--- src/rtl/rx_mode_pkg.sv ---
// Functional notes
// Bit 7 set: check the one-byte checksum after each line; clear: no check.
// Each failed line checksum is recorded in the protection status register.
// Bit 6 picks back-channel rate: 0 divide-by-4, 1 divide-by-2.
// Divider select is ignored while the fast back-channel bit is 1.
// Rate changes cause brief back-channel errors; integrity logic tolerates them.
// Remote side sets auto-acknowledge before changing the rate remotely.
// Bit 5 set (reset 1): audio mode follows received auxiliary codes.
// Bit 4 set runs the back channel at fixed 20 Mbps, overriding the divider.
// Power-up value of the fast bit comes from the strap pin.
// Bit 3 picks cable: 0 shielded twisted pair, 1 coax.
// Cable bit resets from the strap pin and stays writable.
// Bit 2 is read-only relay strap indication; writes are ignored.
// Bits 1 and 0 read zero and writes to them change nothing.
`default_nettype none
package rx_mode_pkg;
  // Timing
  localparam int CLK_MHZ        = 100;
  localparam int FAST_RATE_MBPS = 20;
  localparam int FAST_DIV       = CLK_MHZ / FAST_RATE_MBPS;
  localparam int DIV4_COUNT     = 4;
  localparam int DIV2_COUNT     = 2;
  localparam int SETTLE_NS      = 1000;
  localparam int SETTLE_CYCLES  = (SETTLE_NS * CLK_MHZ + 999) / 1000;
  // Register indexes; byte address is four times the index
  localparam logic [5:0] IDX_MODE   = 6'h23;
  localparam logic [5:0] IDX_IRQST  = 6'h38;
  localparam logic [5:0] IDX_IRQMSK = 6'h39;
  localparam logic [5:0] IDX_BCST   = 6'h3A;
  localparam logic [5:0] IDX_CPST   = 6'h3B;
  // Mode register fields
  localparam int BIT_CSUM  = 7;
  localparam int BIT_DIVSL = 6;
  localparam int BIT_AUTO  = 5;
  localparam int BIT_FAST  = 4;
  localparam int BIT_COAX  = 3;
  localparam int BIT_RELAY = 2;
  localparam logic RST_CSUM  = 1'b0;
  localparam logic RST_DIVSL = 1'b0;
  localparam logic RST_AUTO  = 1'b1;
  // Strap code bits
  localparam int STRAP_W     = 3;
  localparam int STRAP_FAST  = 2;
  localparam int STRAP_COAX  = 1;
  localparam int STRAP_RELAY = 0;
  // Interrupt bits
  localparam int IRQ_W     = 3;
  localparam int IRQ_CSUM  = 0;
  localparam int IRQ_RATE  = 1;
  localparam int IRQ_AUDIO = 2;
  // Status field positions
  localparam int BCST_RATE   = 8;
  localparam int BCST_SETTLE = 10;
  localparam int CPST_CNT    = 8;

  typedef enum logic [1:0] {RATE_DIV4, RATE_DIV2, RATE_FAST} rate_t;

  function automatic logic [7:0] addr_of(input logic [5:0] idx);
    return {idx, 2'b00};
  endfunction : addr_of
endpackage : rx_mode_pkg
`default_nettype wire

--- src/rtl/line_check_if.sv ---
`default_nettype none
// Carries line bytes to the checker and its verdicts back
interface line_check_if;
  logic       enable;
  logic       byteValid;
  logic [7:0] byteData;
  logic       isChecksum;
  logic       failPulse;
  logic       passPulse;
  modport ctl (output enable, byteValid, byteData, isChecksum,
               input  failPulse, passPulse);
  modport chk (input  enable, byteValid, byteData, isChecksum,
               output failPulse, passPulse);
endinterface : line_check_if
`default_nettype wire

--- src/rtl/line_checksum_checker.sv ---
`default_nettype none
module line_checksum_checker (
  input wire logic  core_clk,
  input wire logic  rst,
  line_check_if.chk lc
);
  logic [7:0] sum_r;
  logic       fail_r;
  logic       pass_r;

  ////////////////////////////////////////////////////////////
  // Running sum; cleared at each checksum byte and while off
  always_ff @(posedge core_clk) begin
    if (rst || !lc.enable) begin
      sum_r <= 8'h00;
    end else if (lc.byteValid) begin
      sum_r <= lc.isChecksum ? 8'h00 : 8'(sum_r + lc.byteData);
    end
  end

  // Compare only when enabled; a disabled checker never flags
  always_ff @(posedge core_clk) begin
    if (rst) begin
      fail_r <= 1'b0;
      pass_r <= 1'b0;
    end else begin
      fail_r <= lc.enable && lc.byteValid && lc.isChecksum
                && (lc.byteData != sum_r);
      pass_r <= lc.enable && lc.byteValid && lc.isChecksum
                && (lc.byteData == sum_r);
    end
  end

  assign lc.failPulse = fail_r;
  assign lc.passPulse = pass_r;
endmodule : line_checksum_checker
`default_nettype wire

--- src/rtl/rx_mode_status_control.sv ---
`default_nettype none
module rx_mode_status_control
  import rx_mode_pkg::*;
#(
  parameter int SETTLE_CYC = SETTLE_CYCLES,
  parameter int AUX_W      = 4
) (
  input  wire logic               core_clk,
  input  wire logic               rst,
  input  wire logic [7:0]         address,
  input  wire logic               read,
  input  wire logic               write,
  input  wire logic [31:0]        writedata,
  input  wire logic [3:0]         byteenable,
  output logic [31:0]             readdata,
  output logic                    waitrequest,
  input  wire logic [STRAP_W-1:0] configStrapPinOne,
  input  wire logic               lineByteValid,
  input  wire logic [7:0]         lineByte,
  input  wire logic               lineByteIsChecksum,
  input  wire logic               oscTick,
  input  wire logic               backErrIn,
  input  wire logic               auxCodeValid,
  input  wire logic [AUX_W-1:0]   auxCode,
  output rate_t                   backRate,
  output logic                    backTick,
  output logic                    backSettling,
  output logic                    cableCoax,
  output logic                    relayMode,
  output logic [1:0]              audioMode,
  output logic                    irq
);
  // Effective back-channel rate; fast mode wins over the divider bit
  function automatic rate_t rate_of(input logic fast, input logic divSel);
    if (fast) begin
      return RATE_FAST;
    end else if (divSel) begin
      return RATE_DIV2;
    end
    return RATE_DIV4;
  endfunction : rate_of

  // Divider terminal count for each rate
  function automatic logic [2:0] limit_of(input rate_t r);
    unique case (r)
      RATE_FAST: return 3'(FAST_DIV);
      RATE_DIV2: return 3'(DIV2_COUNT);
      default:   return 3'(DIV4_COUNT);
    endcase
  endfunction : limit_of

  // Serial audio mode from the low code bits
  function automatic logic [1:0] aux_to_mode(input logic [AUX_W-1:0] c);
    return c[1:0];
  endfunction : aux_to_mode

  logic             csumEn_r;
  logic             divSel_r;
  logic             auto_r;
  logic             fast_r;
  logic             coax_r;
  logic             relay_r;
  logic             strapPending_r;
  logic             ack_r;
  logic [31:0]      rdData_r;
  logic [31:0]      rdNxt;
  logic             wrMode;
  logic             wrIrqSt;
  logic             wrIrqMsk;
  logic             wrCpSt;
  logic [IRQ_W-1:0] irqSt_r;
  logic [IRQ_W-1:0] irqMsk_r;
  logic [IRQ_W-1:0] irqEv;
  rate_t            rateEff_r;
  rate_t            rateNxt;
  logic             rateChg;
  logic [2:0]       divCnt_r;
  logic             divStep;
  logic             tick_r;
  logic [15:0]      settleCnt_r;
  logic [7:0]       bcErrCnt_r;
  logic [1:0]       audio_r;
  logic             audioChg;
  logic             cpFail_r;
  logic [7:0]       cpCnt_r;
  line_check_if     lc ();

  ////////////////////////////////////////////////////////////
  // Bus slave: one wait state so read data come from a flop
  assign waitrequest = (read || write) && !ack_r;
  assign readdata    = rdData_r;

  always_ff @(posedge core_clk) begin
    if (rst) begin
      ack_r <= 1'b0;
    end else begin
      ack_r <= (read || write) && !ack_r;
    end
  end

  // Writes land only on the edge that ends the wait
  assign wrMode   = write && ack_r && byteenable[0] && address == addr_of(IDX_MODE);
  assign wrIrqSt  = write && ack_r && byteenable[0] && address == addr_of(IDX_IRQST);
  assign wrIrqMsk = write && ack_r && byteenable[0] && address == addr_of(IDX_IRQMSK);
  assign wrCpSt   = write && ack_r && byteenable[0] && address == addr_of(IDX_CPST);

  // Read decode; unmapped addresses read zero
  always_comb begin
    rdNxt = 32'h0000_0000;
    unique case (address)
      addr_of(IDX_MODE): begin
        rdNxt[BIT_CSUM]  = csumEn_r;
        rdNxt[BIT_DIVSL] = divSel_r;
        rdNxt[BIT_AUTO]  = auto_r;
        rdNxt[BIT_FAST]  = fast_r;
        rdNxt[BIT_COAX]  = coax_r;
        rdNxt[BIT_RELAY] = relay_r;                 // Low two bits stay zero, see
      end
      addr_of(IDX_IRQST):  rdNxt[IRQ_W-1:0] = irqSt_r;
      addr_of(IDX_IRQMSK): rdNxt[IRQ_W-1:0] = irqMsk_r;
      addr_of(IDX_BCST): begin
        rdNxt[7:0]                  = bcErrCnt_r;
        rdNxt[BCST_RATE+1:BCST_RATE] = rateEff_r;
        rdNxt[BCST_SETTLE]          = backSettling;
      end
      addr_of(IDX_CPST): begin
        rdNxt[0]                  = cpFail_r;
        rdNxt[CPST_CNT+7:CPST_CNT] = cpCnt_r;
      end
      default: rdNxt = 32'h0000_0000;
    endcase
  end

  always_ff @(posedge core_clk) begin
    if (rst) begin
      rdData_r <= 32'h0000_0000;
    end else if (read && !ack_r) begin
      rdData_r <= rdNxt;
    end
  end

  ////////////////////////////////////////////////////////////
  // Strap capture one edge after reset release
  always_ff @(posedge core_clk) begin
    if (rst) begin
      strapPending_r <= 1'b1;
    end else begin
      strapPending_r <= 1'b0;
    end
  end

  // Relay flag: loaded from the strap only, no software path
  always_ff @(posedge core_clk) begin
    if (rst) begin
      relay_r <= 1'b0;
    end else if (strapPending_r) begin
      relay_r <= configStrapPinOne[STRAP_RELAY];
    end
  end

  // Strapped fields; the strap load beats a write in that cycle
  always_ff @(posedge core_clk) begin
    if (rst) begin
      fast_r <= 1'b0;
      coax_r <= 1'b0;
    end else if (strapPending_r) begin
      fast_r <= configStrapPinOne[STRAP_FAST];
      coax_r <= configStrapPinOne[STRAP_COAX];
    end else if (wrMode) begin
      fast_r <= writedata[BIT_FAST];
      coax_r <= writedata[BIT_COAX];
    end
  end

  // Plain software fields; reserved bits are dropped, see
  always_ff @(posedge core_clk) begin
    if (rst) begin
      csumEn_r <= RST_CSUM;
      divSel_r <= RST_DIVSL;
      auto_r   <= RST_AUTO;
    end else if (wrMode) begin
      csumEn_r <= writedata[BIT_CSUM];
      divSel_r <= writedata[BIT_DIVSL];
      auto_r   <= writedata[BIT_AUTO];
    end
  end

  assign cableCoax = coax_r;
  assign relayMode = relay_r;

  ////////////////////////////////////////////////////////////
  // Back-channel rate; divider bit is masked by fast mode
  assign rateNxt = rate_of(fast_r, divSel_r);
  assign rateChg = rateNxt != rateEff_r;

  always_ff @(posedge core_clk) begin
    if (rst) begin
      rateEff_r <= RATE_DIV4;
    end else begin
      rateEff_r <= rateNxt;
    end
  end

  assign backRate = rateEff_r;

  // Fast mode counts core cycles; divider modes count oscillator ticks
  assign divStep = (rateEff_r == RATE_FAST) || oscTick;

  always_ff @(posedge core_clk) begin
    if (rst || rateChg) begin
      divCnt_r <= 3'd0;
      tick_r   <= 1'b0;
    end else begin
      tick_r <= divStep && (divCnt_r == 3'(limit_of(rateEff_r) - 3'd1));
      if (divStep) begin
        divCnt_r <= (divCnt_r == 3'(limit_of(rateEff_r) - 3'd1))
                    ? 3'd0 : 3'(divCnt_r + 3'd1);
      end
    end
  end

  assign backTick = tick_r;

  // Blanking window after a rate change; errors then are expected
  always_ff @(posedge core_clk) begin
    if (rst) begin
      settleCnt_r <= 16'h0000;
    end else if (rateChg) begin
      settleCnt_r <= 16'(SETTLE_CYC);
    end else if (settleCnt_r != 16'h0000) begin
      settleCnt_r <= 16'(settleCnt_r - 16'h0001);
    end
  end

  assign backSettling = settleCnt_r != 16'h0000;

  // Integrity count saturates so a flood cannot wrap to zero
  always_ff @(posedge core_clk) begin
    if (rst) begin
      bcErrCnt_r <= 8'h00;
    end else if (backErrIn && !backSettling && !rateChg && bcErrCnt_r != 8'hFF) begin
      bcErrCnt_r <= 8'(bcErrCnt_r + 8'h01);
    end
  end

  ////////////////////////////////////////////////////////////
  // Audio format follows aux codes only while auto detect is on
  assign audioChg = auto_r && auxCodeValid && aux_to_mode(auxCode) != audio_r;

  always_ff @(posedge core_clk) begin
    if (rst) begin
      audio_r <= 2'b00;
    end else if (auto_r && auxCodeValid) begin
      audio_r <= aux_to_mode(auxCode);
    end
  end

  assign audioMode = audio_r;

  ////////////////////////////////////////////////////////////
  // Line checksum checker
  assign lc.enable     = csumEn_r;
  assign lc.byteValid  = lineByteValid;
  assign lc.byteData   = lineByte;
  assign lc.isChecksum = lineByteIsChecksum;

  line_checksum_checker u_check (
    .core_clk (core_clk),
    .rst      (rst),
    .lc       (lc)
  );

  // Protection status: sticky fail flag, set beats write-one clear
  always_ff @(posedge core_clk) begin
    if (rst) begin
      cpFail_r <= 1'b0;
    end else if (lc.failPulse) begin
      cpFail_r <= 1'b1;
    end else if (wrCpSt && writedata[0]) begin
      cpFail_r <= 1'b0;
    end
  end

  always_ff @(posedge core_clk) begin
    if (rst) begin
      cpCnt_r <= 8'h00;
    end else if (lc.failPulse && cpCnt_r != 8'hFF) begin
      cpCnt_r <= 8'(cpCnt_r + 8'h01);
    end
  end

  ////////////////////////////////////////////////////////////
  // Interrupts: sticky events, write one to clear, set wins
  assign irqEv[IRQ_CSUM]  = lc.failPulse;
  assign irqEv[IRQ_RATE]  = rateChg;
  assign irqEv[IRQ_AUDIO] = audioChg;

  always_ff @(posedge core_clk) begin
    if (rst) begin
      irqSt_r <= '0;
    end else begin
      irqSt_r <= irqEv | (irqSt_r & ~({IRQ_W{wrIrqSt}} & writedata[IRQ_W-1:0]));
    end
  end

  always_ff @(posedge core_clk) begin
    if (rst) begin
      irqMsk_r <= '0;
    end else if (wrIrqMsk) begin
      irqMsk_r <= writedata[IRQ_W-1:0];
    end
  end

  assign irq = |(irqSt_r & irqMsk_r);
endmodule : rx_mode_status_control
`default_nettype wire

--- config.mk ---
export PLATFORM = sky130hd
export DESIGN_NAME = rx_mode_status_control
export DESIGN_NICKNAME = d
export VERILOG_FILES = /design/src/rtl/rx_mode_pkg.sv /design/src/rtl/line_check_if.sv /design/src/rtl/line_checksum_checker.sv /design/src/rtl/rx_mode_status_control.sv
export SDC_FILE = /design/constraint.sdc
export NUM_CORES = 1
export LEC_CHECK = 0
export ABC_AREA = 1
export ABC_CLOCK_PERIOD_IN_PS = 1500
export BUFFER_PORTS_ARGS = -buffer_cell sky130_fd_sc_hd__clkbuf_2
export CORE_MARGIN = 2
export CORE_UTILIZATION = 32
export CTS_CLUSTER_SIZE = 40
export DETAILED_ROUTE_END_ITERATION = 16
export PLACE_DENSITY = 0.64
export SLEW_MARGIN = 20
export SYNTH_ARGS = -nofsm -noshare
export SYNTH_HDL_FRONTEND = slang
export SYNTH_SLANG_ARGS = --single-unit
--- constraint.sdc ---
create_clock -name core_clk -period 1.5 [get_ports core_clk]
set_input_delay 0.3 -clock core_clk [delete_from_list [all_inputs] [get_ports core_clk]]
set_output_delay 0.3 -clock core_clk [all_outputs]
set_load 0.02 [all_outputs]
== Word level (Yosys, flattened, before mapping) ==
Cells that the tools add are included.
Word-level totals
  flip-flop bits (word level): 80
  input port bits: 68
  output and inout bits: 42
  logic and storage cells: 107
Cells by class
  add/subtract/negate cells: 7
  eq/ne operators: 14
  multiplexer cells: 26
  bitwise operators: 5
  reduce and logical (&&, ||, !) cells: 33
Operators by type and width (count)
  8-bit == test, second input constant: 5
  1-bit logical AND: 19
  8-bit by 1-bit adder with 8-bit output, second input constant: 2
  8-bit inequality test, second input constant: 2
  16-bit nonzero test: 1
  16-bit by 1-bit subtractor with 16-bit output, second input constant: 1
  7-bit 2-to-1 mux: 2
  3-bit 2-to-1 mux: 4
  3-bit one-hot mux with 2 select lines: 2
  5-bit one-hot mux with 2 select lines: 1
  3-bit bitwise AND: 3
  1-bit 2-to-1 mux: 9
  8-bit adder: 1
  8-bit 2-to-1 mux: 1
  8-bit inequality test: 1
  1-bit one-hot mux with 4 select lines: 2
  3-bit == test: 2
  2-bit 2-to-1 mux: 3
  2-bit nonzero test: 3
  3-bit by 1-bit subtractor with 3-bit output, second input constant: 2
  5-bit 2-to-1 mux: 1
  1-bit zero test: 4
  1-bit logical OR: 4
  2-bit inequality test: 2
  8 further kinds: 8

== Logic depth before layout (Yosys ltp) ==
Gate-level depths: netlist (run 1).
  depth in word-level cells: 9
  gate-level depth with buffers: 11
  mapped depth without buffers: 10

== Cells and area by module ==
A second synthesis (run 1) with hierarchy kept.
Second synthesis, totals
  cells, all modules: 618
  area total of the unflattened synthesis: 4354.2 um^2
By module, submodules not included
  rx_mode_status_control: times used 1, cells an instance 517, area each 3674.8 um^2, sequential area each 1421.4 um^2
  line_checksum_checker: times used 1, cells an instance 101, area each 679.4 um^2, sequential area each 200.2 um^2

== Least setup slack after synthesis (run 1) ==
No wires, ideal clock.
  path kind: register to register
  start: register settleCnt_r[0]
  end: register bcErrCnt_r[1]
  library setup time: 0.115 ns
  arrival time: 1.419 ns
  required time: 1.385 ns
  setup slack: -0.034 ns
  cell stages (with the launch flop): 11
  buffers on the path: 1
  period minus slack after synthesis: 1.534 ns
  cells stage by stage: dfxtp_1 > inv_1 > ha_1 > nand2_2 > nor2_4 > nand2_4 > nor2_4 > buf_6 > nand2_2 > o21ai_1 > nor2_1
On the way
  word-level cells in the longest chain between the ends: 5
Ends and longest elaborated chain
  start, declared: line rx_mode_status_control.sv:80  | logic [15:0] settleCnt_r;
  start signal, assigned: line rx_mode_status_control.sv:229  | settleCnt_r <= 16'(SETTLE_CYC);
  start signal, assigned: line rx_mode_status_control.sv:231  | settleCnt_r <= 16'(settleCnt_r - 16'h0001);
  16-bit nonzero test: line rx_mode_status_control.sv:235  | assign backSettling = settleCnt_r != 16'h0000;
  named net backSettling: line rx_mode_status_control.sv:27  | output logic backSettling,
  1-bit zero test: line rx_mode_status_control.sv:241  | end else if (backErrIn && !backSettling && !rateChg && bcErrCnt_r != 8'hFF) begin
  1-bit logical AND (3 in a row): line rx_mode_status_control.sv:241
  end signal, assigned: line rx_mode_status_control.sv:242  | bcErrCnt_r <= 8'(bcErrCnt_r + 8'h01);
  end, declared: line rx_mode_status_control.sv:81  | logic [7:0] bcErrCnt_r;
The timed path passes the listed nets, and every way through them passes these cells.
A chain may end at the register's enable or synchronous reset.

== Final worst setup path (run 1) ==
  start: register settleCnt_r[9]
  end: output port backSettling
On the way
  word-level cells in the longest chain between the ends: 1
Ends and longest elaborated chain (line)
  16-bit nonzero test: rx_mode_status_control.sv:235
  end, declared: rx_mode_status_control.sv:27
Every way passes these cells.

==> results summary, run 1 <==
Across the VDD grid, the largest voltage drop is 0.000813 V. The mapped netlist covers 4270 um2. The number of detailed-routing iterations run before antenna repair came out at 4. By area, the combinational part of the netlist is dominated by simple AND/OR/NAND/NOR gates. The final cell count without fillers is 924. The count of H-tree levels built during CTS came out at 3. After clock tree synthesis, the flow added hold-fix buffers numbering 0.

TritonCTS built the clock tree. The total global routing track utilization is 0.154. The compound-gate portion of the synthesized area came out at 0.116. The switching power is 3.14 mW.

The number of inserted diodes came out at 0. The sequential area share after synthesis is 0.375. The total clock sinks is 80. The standard cell core area came out at 13,100 um2.

The number of antenna violations at the first check in global routing is 0. The maximum clock skew at final layout came out at 4.96 ps. The CTS buffer count came out at 9.

The internal portion of the total power is 5.76 mW. STA classifies the critical path startpoint as a flip-flop. The final reports fail on negative setup slack.

The total power draw is 8.90 mW. The first-pass GRT wire length is 17,700 um. The via-per-instance ratio is 4.52. The post-route fraction of the period consumed by the critical path came out at 1.08.

The source-to-sink clock delay at the later pin of the worst-skew pair came out at 340 ps. The ratio of cells with drive above 1 in the final layout came out at 0.259. The final-layout worst hold slack is 199 ps. Routability-driven placement finished with a final weighted congestion of 0.859. The worst path in the final design needs a cycle of 1620 ps, including I/O delays and setup. The switching fraction of total power came out at 0.353. Traced cell by cell, the critical path runs through nor2_4, nand2_2, nor2_4, nand2_4, buf_6, buf_8. The flow ran to the end, but the final reports show violations. The worst stage delay on the critical path came out at 360 ps. The share of total power in combinational logic is 0.429. Relative to the synthesized area, the layout overhead comes to 32.1%. The tree is rooted in a clkbuf_16. Of the total synthesized cell area, the portion taken by full adders, half adders and majority gates is 0.0428. The total detailed-routing wirelength came out at 11,000 um. The number of instances in the synthesized netlist is 626. The clock share of power is 0.264. The net count of the finished layout is 825. In the layout the commonest cells are 138 x nand2_1, 81 x nor2_1, 71 x inv_1. Setup repair after global routing could not meet its margin everywhere.

The critical path data required time came out at 1200 ps. At the end of the flow the core is filled with cells to 0.429. The placed cell count came out at 896. The number of violations reported at the end of detailed-routing iteration 0 is 238. The die extent in x came out at 119 um.

Dividing the detail-routed wire length by the instance count gives 11.9 um. The post-placement cell area is 5060 um2. The longest clock path from root to sink contains 2 buffers. The critical path is of the reg -> out type. Summed over all nets, the half-perimeter wirelength after detailed placement is 7870 um. The final count of negative-setup-slack endpoints is 6. The number of slew-limit violations in the final report came to 0. The area fraction in and, or, nand and nor cells after synthesis came out at 0.318. The parity-gate share of the synthesized area counting xor and xnor cells came out at 0.0369. The number of global-route vias before repair is 3,854. The most numerous cell type found on the critical path is nor2_4. The residual antenna-violating net count after detailed routing is 0. The maximum frequency from static timing analysis is 617 MHz. The clock-pin transition on the worst setup and hold timing paths came out at 60 ps. In this run the count of I/O pins placed on the die edge is 110. The sequential power share is 0.307. The initial core utilization is 0.325. The post-route setup TNS came out at -197 ps. The power density relative to cell area came out at 1580 nW/um2. The number of storage elements in the synthesis netlist came out at 80.

The final standard cell area without fillers is 5640 um2. The number of violations of the max-capacitance limit is 0. The worst setup path is captured at an output port.

The pin count of the biggest net entering global routing came out at 32. Leaving out fill and tap cells, the most frequent cell in the layout is nand2_1. The static leakage is 2.62 nW. The proportion of synthesized area in mux cells is 0.00235. Once routing completed, OpenROAD measured the worst setup slack at -121 ps. For the worst setup path, the data arrival time is 1320 ps. The detailed router placed 4,178 vias in this run. The worst setup timing slack at the placement stage is -60.8 ps. The count of unresolved DRC violations after routing is 0. The count of final hold-check violations was 0. The synthesized area divided by synthesized cell count is 6.82 um2.

The distinct cell type count after synthesis came out at 38. The die covers 14,300 um2. Of all nets on the critical path, the largest fanout is 3. The number of port buffers came out at 64.

The number of placement rows came out at 42. Global routing finished with a remaining overflow of 0. For this design, the slowest cell found on the critical path is dfxtp_4. In this run the worst hold path is classified as in -> reg. The height of the chip is 119 um. The number of warnings printed during yosys synthesis is 0.
cell usage after synthesis (all sizes together):
cell,instances,share of area
a31oi,2,0.0029
xnor2,7,0.014
inv,73,0.064
fa,1,0.0047
dfxtp,80,0.38
buf,22,0.036
or2,2,0.0029
a41oi,1,0.0021
ha,13,0.038
nor3,10,0.013
a21oi,49,0.057
clkbuf,7,0.0062
clkinv,1,0.00088
conb,1,0.00088
o21ai,41,0.048
nand2,150,0.14
mux2i,1,0.0023
nor2,97,0.096
nand3,40,0.049
a211oi,1,0.0018
nor3b,1,0.0018
nor4,2,0.0029
nand3b,2,0.0035
xor2,11,0.023
nand4,9,0.013
o211ai,1,0.0018
o2111ai,1,0.0021
sequential cells by signal (all words and copies together), names as in the netlist, 2 cells and up:
name,flops
readdata,16
settleCnt_r,16
bcErrCnt_r,8
cpCnt_r,8
u_check.sum_r,8
divCnt_r,3
irqMsk_r,3
irqSt_r,3
audioMode,2
backRate,2
power by group through the flow:
stage          combinational (mW)  clock [mW]  sequential, mW
3_3_place_gp                 2.88           0            2.69
4_1_cts                      3.43        2.40            2.69
2_1_floorplan                2.01           0            2.72
3_5_place_dp                 2.91           0            2.70
5_1_grt                      4.22        2.50            2.76
6_report                     3.82        2.35            2.73
critical path, delay by kind of cell (launching register included):
kind / cells / cell delay [ps]
buffers and inverters: 2 / 240
and+or+nand+nor: 4 / 390
DFF: 1 / 360
repair_timing:
| action | in CTS | in global routing |
|---|---|---|
| gates cloned | 1 | 0 |
| gates resized for setup | 16 | 42 |
| setup buffers | 9 | 2 |
| pin swaps | 9 | 11 |
| endpoints found under the setup margin | 7 | 30 |
final cells by class:
class	instances	area [um2]
Inverter	74	278
Tap cell	176	220
Timing Repair Buffer	119	792
Sequential cell	80	1620
Clock inverter	3	65.1
Fill cell	1377	7500
Multi-Input combinational cell	459	2420
Clock buffer	13	250
path summary, 6_finish.rpt:
check / from / endpoint / slack [ps] / depth (start not counted)
setup reg to reg: settleCnt_r[9]$_SDFFE_PP0P_ / bcErrCnt_r[0]$_SDFFE_PP0P_ / -40 / 9
hold reg to reg: cpCnt_r[6]$_SDFFE_PP0P_ / readdata[14]$_SDFFE_PP0P_ / 470 / 2
hold / removal: writedata[5] / auto_r$_SDFFE_PP1P_ / 200 / 3
setup / recovery: settleCnt_r[9]$_SDFFE_PP0P_ / backSettling / -120 / 6
metal layers:
layer  GRT usage  routed length, um
met2       0.263               5230
met3      0.0340                414
met1       0.194               5180
met4      0.0449                131
met5           0                  0
cells by family after synthesis:
kind of cell / count (synthesis)
xor+xnor: 18
flops: 80
mux: 1
other cells: 1
fa+ha+maj: 14
buf+inv: 103
simple gates: 313
compound gates: 96
Power figures use the tool's default switching activity.
==> run 2, diff against run 1 <==
--- a/config.mk
+++ b/config.mk
@@ -12,7 +12,6 @@
 export CORE_UTILIZATION = 32
 export CTS_CLUSTER_SIZE = 40
 export DETAILED_ROUTE_END_ITERATION = 16
-export PLACE_DENSITY = 0.64
 export SLEW_MARGIN = 20
 export SYNTH_ARGS = -nofsm -noshare
 export SYNTH_HDL_FRONTEND = slang
==> results summary, run 2 (synthesized netlist as in run 1, its figures left out) <==
The classification of the worst-slack hold path is in -> reg. The die outline area came out at 14,300 um2 (unchanged). The post-route core utilization came out at 0.436 (+0.00676). The number of top-level design ports came to 110 (unchanged). The area growth from synthesis to layout is 34.2%.

The total global routing track utilization came out at 0.161 (+0.00764). Traced cell by cell, the critical path runs through nor2_2, nand2_4, nor2_4, nand2_4, buf_6, buf_8. The residual antenna-violating net count after detailed routing came out at 0 (unchanged). The count of H-tree levels built during CTS came out at 3 (unchanged). The number of violations reported at the end of detailed-routing iteration 0 was 235 (-1.3%). The register area is 1620 um2 (about the same). The post-placement cell area was 5100 um2 (+0.79%). The number of nets at the end of the flow is 831 (+0.73%).

The met1 layer usage reported by global route is 0.201 (+0.00711). The maximum frequency from static timing analysis is 620 MHz (+0.56%). The clock-pin transition on the worst setup and hold timing paths came out at 60 ps (about the same). The number of inserted filler cells in the final layout is 1,362 (-1.1%). The maximum number of buffers from clock root to sink is 2 (unchanged).

The height of the chip is 119 um (unchanged). The cell at the root of the clock tree is clkbuf_16. The number of port buffers came out at 64 (unchanged). The number of detailed-routing iterations run before antenna repair came out at 4 (unchanged). The average wire length per cell after detail routing is 11.9 um (+0.64%). The final standard cell area without fillers came out at 5730 um2 (+1.6%).

The total detailed-routing wirelength was 11,100 um (+1.2%). The initial core utilization came out at 0.325 (unchanged). The number of inserted diodes is 0 (unchanged). The post-route fraction of the period consumed by the critical path is 1.07 (-0.00603). The number of slew-limit violations in the final report came out at 0 (unchanged). The final count of negative-setup-slack endpoints came to 1 (-5).

The largest voltage drop on the vdd net came out at 0.000644 V (-21%). The maximum clock skew at final layout is 5.55 ps (+0.588 ps). The pin count of the biggest net entering global routing is 30 (-6.3%). The static leakage was 2.65 nW (+1.3%). The count of unresolved DRC violations after routing came out at 0 (unchanged). The top cell types in the final layout, fill and taps aside, are 138 x nand2_1, 83 x nor2_1, 68 x inv_1, 68 x dfxtp_1, 63 x clkbuf_2. The worst setup timing slack at the placement stage came out at -86.9 ps (-26.2 ps).

The multi-input gate area in the final layout is 2450 um2 (+1.3%). The via-per-instance ratio was 4.53 (+0.22%). The source-to-sink clock delay at the later pin of the worst-skew pair came out at 340 ps (about the same).

The number of hold buffers added after cts came to 0 (unchanged). The arrival time reported for the critical path endpoint is 1310 ps (about the same). After global routing, the most crowded layer is met2. The final cell count without fillers came out at 929 (+0.54%). The global-route congestion overflow total was 0 (unchanged). The first-pass GRT wire length was 18,300 um (+3.9%). The clock tree from TritonCTS is done. The power density relative to cell area came out at 1540 nW/um2 (-2.3%).

The number of violations of the max-capacitance limit came to 0 (unchanged). The number of antenna violations at the first check in global routing is 0 (unchanged). The type of destination of the critical path is an output port. The detailed placer's ending HPWL came out at 7980 um (+1.4%). The worst path setup slack after routing came out at -112 ps (+9.04 ps). The ratio of cells with drive above 1 in the final layout came out at 0.276 (+0.0169). The total via count after detailed routing came out at 4,210 (+0.77%).

The global placer's final weighted congestion is 0.849 (-1.1%). The count of final hold-check violations came to 0 (unchanged). The time the worst path needs with I/O delays and setup is 1610 ps (-9.04 ps).

The met3 track demand over resource in global routing is 0.0498 (+0.0158). The global-route met2 utilization is 0.274 (+0.0107). The final-layout worst hold slack is 216 ps (+17.9 ps). The total clock sinks came out at 80 (unchanged).

The number of global-route vias before repair is 3,977 (+3.2%). The run finished, with violations left. The number of placement rows came out at 42 (unchanged). The highest fanout seen on the critical path is 4 (+1). The most numerous cell type found on the critical path is nand2_4. The library cell used most frequently in the layout, excluding fill and tap cells, is nand2_1. The die extent in x came out at 119 um (unchanged). The slowest stage of the critical path belongs to the cell dfxtp_2.

The sort of element at the start of the critical path is a flip-flop. The final reports fail on negative setup slack. The worst setup path is of the reg -> out kind. The CTS buffer count is 9 (unchanged).

Setup repair after global routing could not meet its margin everywhere. The placed cell count is 903 (+0.78%). The critical path data required time is 1200 ps (about the same). The worst stage delay on the critical path was 340 ps (-20 ps). The standard cell core area is 13,100 um2 (unchanged).
## run 2: final cells by class
class / count / share of cell area
timing repair buffer: 126 / 0.147
clock inverter: 3 / 0.0114
clock buffer: 12 / 0.0448
tap: 176 / 0.0384
sequential: 80 / 0.283
multi-input combinational: 458 / 0.427
inverter: 74 / 0.0485
## run 2: worst max-delay path: cells and delay by family, from the launching register on
kind / cells / cell delay (ps)
DFF: 1 / 340
buffers and inverters: 2 / 240
and+or+nand+nor: 4 / 400
## run 2: power by group
group	switching (mW)	internal, mW	total (mW)
logic	1.98	1.75	3.73
clock network	0.864	1.54	2.40
registers	0.264	2.44	2.70
total	3.11	5.72	8.83
## run 2: timing repair
item / CTS / global route
pin swaps: 10 / 15
buffers inserted: 9 / 2
endpoints found under the setup margin: 5 / 28
resized for setup: 17 / 49
## run 2: routing by layer
metal	share of wire	vias up
met4	0.010	0
met2	0.47	67
met3	0.044	9
met5	0	-
met1	0.47	1915
li1	-	2219
## run 2: stage by stage
step                      power (mW)  setup TNS (ps)
final                           8.83            -112
after global routing            9.46            -777
after CTS                       8.51            -136
after detailed placement        5.63            -154
after global placement          5.63            -140
after floorplan                 4.73               0
## run 2: worst paths after layout
kind	end	slack (ps)	from	cells after the start
worst max-delay path	backSettling	-110	settleCnt_r[3]$_SDFFE_PP0P_	6
worst min-delay path	auto_r$_SDFFE_PP1P_	220	writedata[5]	3
worst max register to register	u_check.sum_r[4]$_SDFFE_PP0P_	40	u_check.sum_r[0]$_SDFFE_PP0P_	7
worst min register to register	readdata[14]$_SDFFE_PP0P_	450	cpCnt_r[6]$_SDFFE_PP0P_	2
